===== config.mk =====
export PLATFORM = sky130hd
export DESIGN_NAME = spi_master_slave_core
export DESIGN_NICKNAME = d
export VERILOG_FILES = /design/src/spi_core_pkg.sv /design/src/spi_master_slave_core.sv /design/src/spi_rate_gen.sv
export SDC_FILE = /design/constraint.sdc
export NUM_CORES = 1
export LEC_CHECK = 0
export ABC_AREA = 1
export BUFFER_PORTS_ARGS = -buffer_cell sky130_fd_sc_hd__buf_2
export CORE_AREA = 2 2 80 82
export CTS_CLUSTER_DIAMETER = 40
export DETAILED_ROUTE_END_ITERATION = 7
export DIE_AREA = 0 0 82 84
export PLACE_DENSITY_LB_ADDON = 0.2
export SYNTH_ARGS = -nofsm -noshare
export SYNTH_HDL_FRONTEND = slang
export SYNTH_SLANG_ARGS = --single-unit

===== constraint.sdc =====
create_clock -name clk -period 5.14 [get_ports clk]
set_clock_uncertainty 0.1 [all_clocks]
set_input_delay 0.514 -clock clk [delete_from_list [all_inputs] [get_ports clk]]
set_output_delay 0.514 -clock clk [all_outputs]
set_load 0.005 [all_outputs]

===== src/spi_core_pkg.sv =====
package spi_core_pkg;

  // Transfer shape
  localparam int WORD_BITS = 8;
  localparam int EDGES_PER_BIT = 2;

  // Master half-period lengths in bus cycles for the four rate codes
  localparam logic [6:0] HALF_DIV2 = 7'h01;
  localparam logic [6:0] HALF_DIV8 = 7'h04;
  localparam logic [6:0] HALF_DIV32 = 7'h10;
  localparam logic [6:0] HALF_DIV128 = 7'h40;

  // Rate codes
  localparam logic [1:0] RATE_DIV2 = 2'h0;
  localparam logic [1:0] RATE_DIV8 = 2'h1;
  localparam logic [1:0] RATE_DIV32 = 2'h2;
  localparam logic [1:0] RATE_DIV128 = 2'h3;

  // Reset values
  localparam logic [WORD_BITS-1:0] DATA_RESET = 8'h00;
  localparam logic TX_EMPTY_RESET = 1'b1;
  localparam logic RX_FULL_RESET = 1'b0;

  typedef enum logic {
    XFER_IDLE = 1'b0,
    XFER_SHIFT = 1'b1
  } xfer_state_t;

endpackage


===== src/spi_master_slave_core.sv =====
`timescale 1ns/10ps
`default_nettype none
module spi_master_slave_core
  import spi_core_pkg::*;
#(
  parameter int DATA_BITS = WORD_BITS
)
(
  // Clock and reset
  input wire logic clk,
  input wire logic reset,
  // Configuration
  input wire logic enable,
  input wire logic master_select,
  input wire logic clock_polarity,
  input wire logic clock_phase_select,
  input wire logic rate_sel_hi,
  input wire logic rate_sel_lo,
  input wire logic rx_irq_enable,
  input wire logic tx_irq_enable,
  input wire logic err_irq_enable,
  // Software access
  input wire logic [DATA_BITS-1:0] tx_data,
  input wire logic data_write,
  input wire logic status_read,
  input wire logic data_read,
  output logic [DATA_BITS-1:0] serial_data_reg,
  // Status
  output logic tx_empty_flag,
  output logic rx_full_flag,
  output logic overflow_flag,
  output logic mode_fault_flag,
  output logic busy,
  // Interrupt requests
  output logic rx_full_irq,
  output logic tx_empty_irq,
  output logic error_irq,
  // Serial clock pin
  input wire logic serial_clock_pin_in,
  output logic serial_clock_pin_out,
  output logic serial_clock_pin_oe,
  // Data pins
  input wire logic mosi_in,
  output logic mosi_out,
  output logic mosi_oe,
  input wire logic miso_in,
  output logic miso_out,
  output logic miso_oe,
  // Slave select
  input wire logic slave_select_n
);

  localparam int EDGES = DATA_BITS * EDGES_PER_BIT;
  localparam int CW = $clog2(EDGES);
  localparam logic [CW-1:0] LAST_EDGE = CW'(EDGES - 1);

  if (DATA_BITS != WORD_BITS)
  begin : gen_width_check
    $error("spi_master_slave_core: only 8-bit transfers are supported");
  end

  ////////////////////////////////////////////////////////////////////////
  // Declarations

  xfer_state_t state;
  logic [CW-1:0] edge_count;
  logic [DATA_BITS-1:0] shifter;
  logic [DATA_BITS-1:0] tx_buffer;
  logic tx_full;
  logic shifter_loaded;
  logic out_bit;
  logic sck_level;
  logic sck_prev;
  logic select_prev;
  logic rx_seen;
  logic ovf_seen;
  logic fault_seen;
  logic master_on;
  logic slave_on;
  logic slave_active;
  logic idle;
  logic m_tick;
  logic m_edge;
  logic s_lead;
  logic s_trail;
  logic s_edge;
  logic edge_event;
  logic sample_edge;
  logic last_edge;
  logic m_start;
  logic s_start;
  logic fault_event;
  logic abort;
  logic load_now;
  logic rx_bit;
  logic [DATA_BITS-1:0] shifted;
  logic [DATA_BITS-1:0] load_value;

  ////////////////////////////////////////////////////////////////////////
  // Mode and event decode

  assign master_on = enable && master_select;
  assign slave_on = enable && !master_select;
  assign slave_active = slave_on && !slave_select_n;
  assign idle = (state == XFER_IDLE);

  spi_rate_gen rate_gen (
    .clk(clk),
    .reset(reset),
    .run(master_on),
    .rate({rate_sel_hi, rate_sel_lo}),
    .tick(m_tick)
  );

  // Slave clock edges are judged on each bus cycle, independent of the rate
  assign s_lead = slave_active && (serial_clock_pin_in != sck_prev)
    && (serial_clock_pin_in != clock_polarity);
  assign s_trail = slave_active && (serial_clock_pin_in != sck_prev)
    && (serial_clock_pin_in == clock_polarity);

  assign m_edge = master_on && !idle && m_tick;
  // With phase set the first clock edge both starts and shifts
  assign s_edge = (s_lead || s_trail)
    && (!idle || (clock_phase_select && s_lead));
  assign edge_event = m_edge || s_edge;

  // Phase clear samples on even edges, phase set on odd edges
  assign sample_edge = clock_phase_select ? edge_count[0] : !edge_count[0];
  assign last_edge = edge_event && (edge_count == LAST_EDGE);

  assign m_start = master_on && idle && shifter_loaded && slave_select_n;
  assign s_start = slave_on && idle && !clock_phase_select
    && select_prev && !slave_select_n;

  assign fault_event = master_on && !slave_select_n;
  assign abort = !idle && (!enable || fault_event || (!master_select && slave_select_n));

  assign rx_bit = master_select ? miso_in : mosi_in;
  assign shifted = {shifter[DATA_BITS-2:0], rx_bit};

  // Buffer reaches the shifter only between transfers
  assign load_now = idle && !shifter_loaded && !s_edge && !s_start
    && (data_write || tx_full);
  assign load_value = tx_full ? tx_buffer : tx_data;

  ////////////////////////////////////////////////////////////////////////
  // Transfer sequencing

  always_ff @(posedge clk)
  begin
    if (reset)
    begin
      state <= XFER_IDLE;
      edge_count <= '0;
    end
    else if (abort || last_edge)
    begin
      state <= XFER_IDLE;
      edge_count <= '0;
    end
    else if (m_start || s_start)
    begin
      state <= XFER_SHIFT;
      edge_count <= '0;
    end
    else if (edge_event)
    begin
      state <= XFER_SHIFT;
      edge_count <= edge_count + CW'(1);
    end
  end

  ////////////////////////////////////////////////////////////////////////
  // Shift register and serial output bit

  always_ff @(posedge clk)
  begin
    if (reset)
    begin
      shifter <= DATA_RESET;
      shifter_loaded <= 1'b0;
      out_bit <= 1'b0;
    end
    else
    begin
      if (load_now)
      begin
        shifter <= load_value;
        shifter_loaded <= 1'b1;
        out_bit <= load_value[DATA_BITS-1];
      end
      else if (m_start || s_start)
        out_bit <= shifter[DATA_BITS-1];
      else if (edge_event && sample_edge)
        shifter <= shifted;
      else if (edge_event)
        out_bit <= shifter[DATA_BITS-1];
      if (abort || last_edge)
        shifter_loaded <= 1'b0;
    end
  end

  ////////////////////////////////////////////////////////////////////////
  // Serial clock generation and pin history

  always_ff @(posedge clk)
  begin
    if (reset)
    begin
      sck_level <= 1'b0;
      sck_prev <= 1'b0;
      select_prev <= 1'b1;
    end
    else
    begin
      sck_prev <= serial_clock_pin_in;
      select_prev <= slave_select_n;
      if (idle || abort)
        sck_level <= clock_polarity;
      else if (m_edge)
        sck_level <= !sck_level;
    end
  end

  ////////////////////////////////////////////////////////////////////////
  // Transmit holding register

  always_ff @(posedge clk)
  begin
    if (reset)
    begin
      tx_buffer <= DATA_RESET;
      tx_full <= !TX_EMPTY_RESET;
    end
    else if (data_write)
    begin
      tx_buffer <= tx_data;
      tx_full <= !(load_now && !tx_full);
    end
    else if (load_now)
      tx_full <= 1'b0;
  end

  ////////////////////////////////////////////////////////////////////////
  // Receive holding register and flags

  always_ff @(posedge clk)
  begin
    if (reset)
    begin
      serial_data_reg <= DATA_RESET;
      rx_full_flag <= RX_FULL_RESET;
      rx_seen <= 1'b0;
      overflow_flag <= 1'b0;
      ovf_seen <= 1'b0;
      mode_fault_flag <= 1'b0;
      fault_seen <= 1'b0;
    end
    else
    begin
      if (status_read)
      begin
        rx_seen <= rx_full_flag;
        ovf_seen <= overflow_flag;
        fault_seen <= mode_fault_flag;
      end
      else if (data_read)
      begin
        rx_seen <= 1'b0;
        ovf_seen <= 1'b0;
        fault_seen <= 1'b0;
      end
      if (data_read && !status_read && rx_seen)
        rx_full_flag <= 1'b0;
      if (data_read && !status_read && ovf_seen)
        overflow_flag <= 1'b0;
      if (data_read && !status_read && fault_seen)
        mode_fault_flag <= 1'b0;
      if (last_edge && rx_full_flag && !(data_read && rx_seen))
        overflow_flag <= 1'b1;
      else if (last_edge)
      begin
        serial_data_reg <= sample_edge ? shifted : shifter;
        rx_full_flag <= 1'b1;
      end
      if (fault_event)
        mode_fault_flag <= 1'b1;
    end
  end

  ////////////////////////////////////////////////////////////////////////
  // Outputs

  assign tx_empty_flag = !tx_full;
  assign busy = !idle;

  assign rx_full_irq = rx_irq_enable && rx_full_flag;
  assign tx_empty_irq = tx_irq_enable && !tx_full;
  assign error_irq = err_irq_enable && (overflow_flag || mode_fault_flag);

  assign serial_clock_pin_out = sck_level;
  assign serial_clock_pin_oe = master_on;
  assign mosi_out = out_bit;
  assign mosi_oe = master_on;
  assign miso_out = out_bit;
  assign miso_oe = slave_active;

endmodule // spi_master_slave_core
`default_nettype wire


===== src/spi_rate_gen.sv =====
`timescale 1ns/10ps
`default_nettype none
module spi_rate_gen
  import spi_core_pkg::*;
(
  // Clock and reset
  input wire logic clk,
  input wire logic reset,
  // Control
  input wire logic run,
  input wire logic [1:0] rate,
  // Half-period strobe
  output logic tick
);

  logic [6:0] count;
  logic [6:0] half_len;

  always_comb
  begin
    unique case (rate)
      RATE_DIV2: half_len = HALF_DIV2;
      RATE_DIV8: half_len = HALF_DIV8;
      RATE_DIV32: half_len = HALF_DIV32;
      RATE_DIV128: half_len = HALF_DIV128;
    endcase
  end

  // Free-running while the master is enabled
  assign tick = run && (count >= half_len - 7'h01);

  always_ff @(posedge clk)
  begin
    if (reset || !run || tick)
      count <= 7'h00;
    else
      count <= count + 7'h01;
  end

endmodule // spi_rate_gen
`default_nettype wire


# Word-level counts from Yosys, hierarchy flattened
# Cells that the tools add are included.
[totals]
out_inout_bits = 22
inputBits = 26
reg_bits = 48
[op_classes]
muxes = 29
n_eq_ne = 9
magnitude_cmp = 1
reduce_logical = 78
n_addsub = 3
bitwise_logic = 2
[op_table]
columns = ["op", "count"]
rows = [
  ["2-to-1 mux 8 bit", 5],
  ["logical AND 1 bit", 38],
  ["case mux 7 bit (4 select lines)", 1],
  ["2-to-1 mux 1 bit", 23],
  ["zero test 1 bit", 14],
  ["nonzero test 2 bit", 7],
  ["logical OR 1 bit", 12],
  ["adder 7 x 1 -> 7 bit, second input constant", 1],
  ["greater-or-equal comparator 7 bit", 1],
  ["subtractor 7 x 1 -> 7 bit, second input constant", 1],
  ["AND reduction 2 bit", 3],
  ["adder 4 x 1 -> 4 bit, second input constant", 1],
  ["== test 2 bit, second input constant", 2],
  ["== test 4 bit, second input constant", 1],
  ["inequality test 3 bit, second input constant", 1],
  ["nonzero test 3 bit", 1],
  ["OR reduction 3 bit", 1],
  ["== test 2 x 1 -> 1 bit, second input constant", 1],
  ["zero test 2 bit", 1],
  ["inequality test 1 bit", 2],
  ["inequality test 2 bit, second input constant", 1],
  ["inverter 1 bit", 2],
  ["OR reduction 2 bit", 1],
  ["== test 1 bit", 1],
]

# Depth between registers and ports, before layout
[logic_depth]
depth_word = 15
mapped_depth = 15
ltp_nobuf = 14

# Hierarchy
# From an unflattened synthesis, not the netlist that was laid out.
[unflattened]
hier_cells = 369
area_unflattened_um2 = 2590.0
[modules_own_cells]
columns = ["module", "n_inst", "cells_each", "seq_area_each_um2", "area_per_inst_um2"]
rows = [
  ["spi_master_slave_core", 1, 305, 820.8, 2088.3],
  ["spi_rate_gen", 1, 64, 140.1, 501.7],
]

# Worst setup path before layout
# No wires, ideal clock.
[synth_path]
path_kind = "input port to flip-flop"
from = "in rate_sel_lo"
to = "reg serial_data_reg[5]"
n_path_buf = 1
t_required_ns = 4.926
path_slack_ns = 3.073
setup_ns = 0.114
arrival_ns = 1.853
cell_stages = 14
cell_sequence = "nand2_1 > ha_1 > nand2_1 > nor2_1 > nand2_1 > nor2_1 > nor2_2 > nand2_2 > nand2_4 > nand2_8 > nand3_4 > buf_6 > nor2_1 > nor2_2"
[synth_between]
elab_chain_len = 12
word_cells_on_any_way = 15
[synth_rtl]
columns = ["element", "line_no", "text"]
rows = [
  ["start: declaration", "spi_master_slave_core.sv:18", "input wire logic rate_sel_lo,"],
  ["== test 2 bit, or another cell as far along", "spi_rate_gen.sv:21", "unique case (rate)"],
  ["case mux 7 bit (4 select lines) *", "spi_rate_gen.sv:21", ""],
  ["subtractor 7 x 1 -> 7 bit *", "spi_rate_gen.sv:30", "assign tick = run && (count >= half_len - 7'h01);"],
  ["greater-or-equal comparator 7 bit *", "spi_rate_gen.sv:30", ""],
  ["logical AND 1 bit *", "spi_rate_gen.sv:30", ""],
  ["logical AND 1 bit *", "spi_master_slave_core.sv:121", "assign m_edge = master_on && !idle && m_tick;"],
  ["logical OR 1 bit *", "spi_master_slave_core.sv:125", "assign edge_event = m_edge || s_edge;"],
  ["logical AND 1 bit *", "spi_master_slave_core.sv:129", "assign last_edge = edge_event && (edge_count == LAST_EDGE);"],
  ["logical AND 1 bit (2 in series)", "spi_master_slave_core.sv:279", "if (last_edge && rx_full_flag && !(data_read && rx_seen))"],
  ["inverter 1 bit (no source line)", "-", ""],
  ["AND reduction 2 bit (no source line) *", "-", ""],
  ["end signal: assignment", "spi_master_slave_core.sv:283", "serial_data_reg <= sample_edge ? shifted : shifter;"],
  ["end: declaration", "spi_master_slave_core.sv:27", "output logic [DATA_BITS-1:0] serial_data_reg,"],
]
# Mark *: on every way between the ends. The rest lies on a longest branch, timed or not. The select of a mux whose other input is x is not followed.
# A chain may end at the register's enable or synchronous reset.

# Worst setup path after layout
[layout_path]
from = "reg state (netlist: busy)"
to = "reg out_bit (netlist: miso_out)"
[layout_between]
elab_chain_len = 10
word_cells_on_any_way = 26
[layout_rtl]
columns = ["element", "line_no", "text"]
rows = [
  ["start: declaration", "spi_master_slave_core.sv:65", "xfer_state_t state;"],
  ["start signal: assignment", "spi_master_slave_core.sv:153", "state <= XFER_IDLE;"],
  ["start signal: assignment", "spi_master_slave_core.sv:158", "state <= XFER_IDLE;"],
  ["start signal: assignment", "spi_master_slave_core.sv:163", "state <= XFER_SHIFT;"],
  ["inverter 1 bit", "spi_master_slave_core.sv:105", "assign idle = (state == XFER_IDLE);"],
  ["logical AND 1 bit (2 in series)", "spi_master_slave_core.sv:132", "assign s_start = slave_on && idle && !clock_phase_select"],
  ["logical AND 1 bit (2 in series)", "spi_master_slave_core.sv:133", "&& select_prev && !slave_select_n;"],
  ["zero test 1 bit", "spi_master_slave_core.sv:142", "assign load_now = idle && !shifter_loaded && !s_edge && !s_start"],
  ["logical AND 1 bit", "spi_master_slave_core.sv:142", ""],
  ["logical AND 1 bit", "spi_master_slave_core.sv:143", "&& (data_write || tx_full);"],
  ["inequality test 3 bit (no source line) or nonzero test 3 bit (tied branches)", "-", ""],
  ["AND reduction 2 bit (no source line)", "-", ""],
  ["end signal: assignment", "spi_master_slave_core.sv:190", "out_bit <= load_value[DATA_BITS-1];"],
  ["end signal: assignment", "spi_master_slave_core.sv:193", "out_bit <= shifter[DATA_BITS-1];"],
  ["end signal: assignment", "spi_master_slave_core.sv:197", "out_bit <= shifter[DATA_BITS-1];"],
  ["end: declaration", "spi_master_slave_core.sv:71", "logic out_bit;"],
]
# Several ways; a longest one is shown, not always the timed one.

==> out/qor.csv <==
stage,metric,value,unit
clock_network,clkSinkCount,48,
power_and_ir_drop,ir_worst_vdd,0.000135,V
critical_path,cp-end-kind,flop,
clock_network,cts_tree,yes,
clock_network,cts_made_buffers,5,
global_routing,track_usage,17.2,%
place,place_inst,496,
floorplanning,coreArea,6100,µm²
final_layout,final_util,48.8,%
power_and_ir_drop,power,806,µW
final_layout,finalNonFillerCells,504,
clock_network,cts_buffer_depth,2,
global_routing,grt_pass1_vias,2153,
global_routing,grt_pass1_wl,9400,µm
timing,slew_viol_final,0,
final_layout,nNetsFinal,460,
synth,ys_top_cells_by_area,"dfxtp_1 37%, nand2_1 17%, inv_1 6.8%, a21oi_1 5.6%, o21ai_0 4.2%",
drt,drtPass1Iterations,4,
floorplanning,rows,29,
timing,worst_pin_slew,0.654,ns
synth,yosysSeqAreaShare,36.9,%
drt,vias,2366,
synth,synth_top_area_share,36.9,%
timing,whs,0.344,ns
timing,rsz0062_at_grt,false,
final_layout,design_area,2970,µm²
final_layout,final_common_cell,nand2_1,
place,portBuffers,47,
synth,yosysTopAreaCell,dfxtp_1,
power_and_ir_drop,p_leak,1.51,nW
timing,period_minus_slack,2.13,ns
clock_network,cts.reportedPaths.clkPinSlew,0.09,ns
synth,syn_area,2610,µm²
synth,synth_ff_type,dfxtp_1,
synth,synth_nets,419,
final_layout,fillers,636,
floorplanning,fp.dieArea,6890,µm²
clock_network,cts_resized,0,
final_layout,final_cell_mix,"120 x nand2_1, 48 x dfxtp_1, 47 x inv_1, 47 x buf_2",
drt,wire_per_inst,10.8,µm
final_layout,syn_to_final_growth,14.0,%
synth,yosysWarnings,0,
clock_network,root_buffer,clkbuf_8,
critical_path,critPathLaunch,busy,
floorplanning,start_util,42.8,%
critical_path,crit_type,reg2reg,
global_routing,gr-total-overflow,0,
drt,ant_nets,0,
drt,routed_wl,5420,µm
min_path,hold_start,slave_select_n,
timing,final-setup-viol-count,0,
synth,syn_inst,385,
global_routing,grt_start_max_net_pins,23,
drt,drt_first_iter_violations,104,
min_path,min-delay-path-class,in2reg,
final_layout,drive_gt1_share,17.6,%
clock_network,cts_setup_buffers,0,
timing,setup_slack,3.01,ns
critical_path,cp.required,5.28,ns
clock_network,htree_num_levels,2,
floorplanning,die_w,82,µm
synth,synth_edf_count,0,
power_and_ir_drop,powerDensity,271,nW/µm²
timing,fin_tns_setup,0,ns
drt,viasPerCell,4.69,
clock_network,clk_latency,0.30,ns
synth,synth_cell_types,36,
run,cap_violations,0,
critical_path,start_kind,flop,
critical_path,setup.worst_path.end,miso_out,
critical_path,timing.rr.end,miso_out,
run_status,status,"finished, final reports clean",
critical_path,rr_startpoint,busy,
timing,slew_headroom,56.4,%
synth,syn_area_per_cell,6.77,µm²
final_layout,antenna_cells,0,
place,gp_congestion,0.811,
synth,ys_async_sr_fraction,0,%
critical_path,arrival,2.27,ns
critical_path,ff2ff_setup_slack,3.01,ns
critical_path,reg2reg_depth,10,
place,placed_area,2850,µm²
synth,ys_seq_elements,48,
place,dpl.hpwl,4060,µm
timing,hold_viol,0,
floorplanning,ios,48,
critical_path,path_max_fanout,20,
place,post-place-ws,2.71,ns
clock_network,ctsHoldBuffers,0,
timing,fin_crit_sh,41.4,%
floorplanning,die_y,84,µm
global_routing,antenna_found_initial,0,
drt,drc,0,
timing,max_freq,470,MHz
-- where the power goes --
| group | switching (mW) | internal, mW |
|---|---|---|
| Combinational | 0.0718 | 0.0406 |
| Clock | 0.122 | 0.172 |
| Sequential | 0.0131 | 0.387 |
| Total | 0.207 | 0.599 |
-- logic make-up after synthesis --
kind of cell | count (synthesis) | synth area share (%)
compound gates | 61 | 12.3
xor+xnor | 5 | 1.68
fa+ha+maj | 8 | 3.84
buf+inv | 64 | 10.9
flops | 48 | 36.9
other cells | 1 | 0.144
simple gates | 198 | 34.3
-- area by class of cell --
cell class | instances | area [µm²] | share of cell area [%]
inverter | 51 | 191 | 6.44
timing repair buffer | 47 | 235 | 7.91
multi-input combinational | 273 | 1360 | 45.8
tap | 77 | 96.3 | 3.24
sequential | 48 | 961 | 32.3
clock buffer | 7 | 96.3 | 3.24
clock inverter | 1 | 30.0 | 1.01
-- cells in the mapped netlist, types with 2 or more instances --
cell,number
clkbuf_1,6
nor3_1,4
inv_1,47
o21ai_1,2
nor2_1,29
buf_6,2
inv_2,2
nor2_2,4
and3_1,3
nand3_2,3
nand4_1,3
o21ai_0,22
a31oi_1,3
xor2_1,3
a21oi_1,29
dfxtp_1,48
buf_4,3
nand2_4,2
nand2_1,120
ha_1,8
xnor2_1,2
nand3_4,2
clkinv_1,2
nand2_2,4
nand3_1,21
-- worst min-delay path by stage --
stage / depth (start not counted) / endpoint
final: 3 / select_prev
after global placement: 1 / rate_gen.count[0]
after detailed placement: 1 / rate_gen.count[0]
after floorplan: 1 / rate_gen.count[0]
after CTS: 3 / select_prev
after global routing: 3 / tx_buffer[7]
-- metal layers --
metal / share of wire, % / global-route usage (%)
met4: 1.0 / 5.91
met3: 4.7 / 3.57
met1: 50 / 23.7
met5: 0 / 0
met2: 44 / 26.3
-- worst max-delay path, stage by stage (launching register included) --
cell	delay, ns
dfxtp_1	0.39
inv_1	0.13
nand3_1	0.09
nor2_1	0.05
nor3_1	0.25
nand3_2	0.37
clkinv_1	0.28
nand2_1	0.11
nand2_1	0.08
nand3_2	0.08
a21oi_2	0.13
Note: power is estimated with default switching activity, not from simulation.
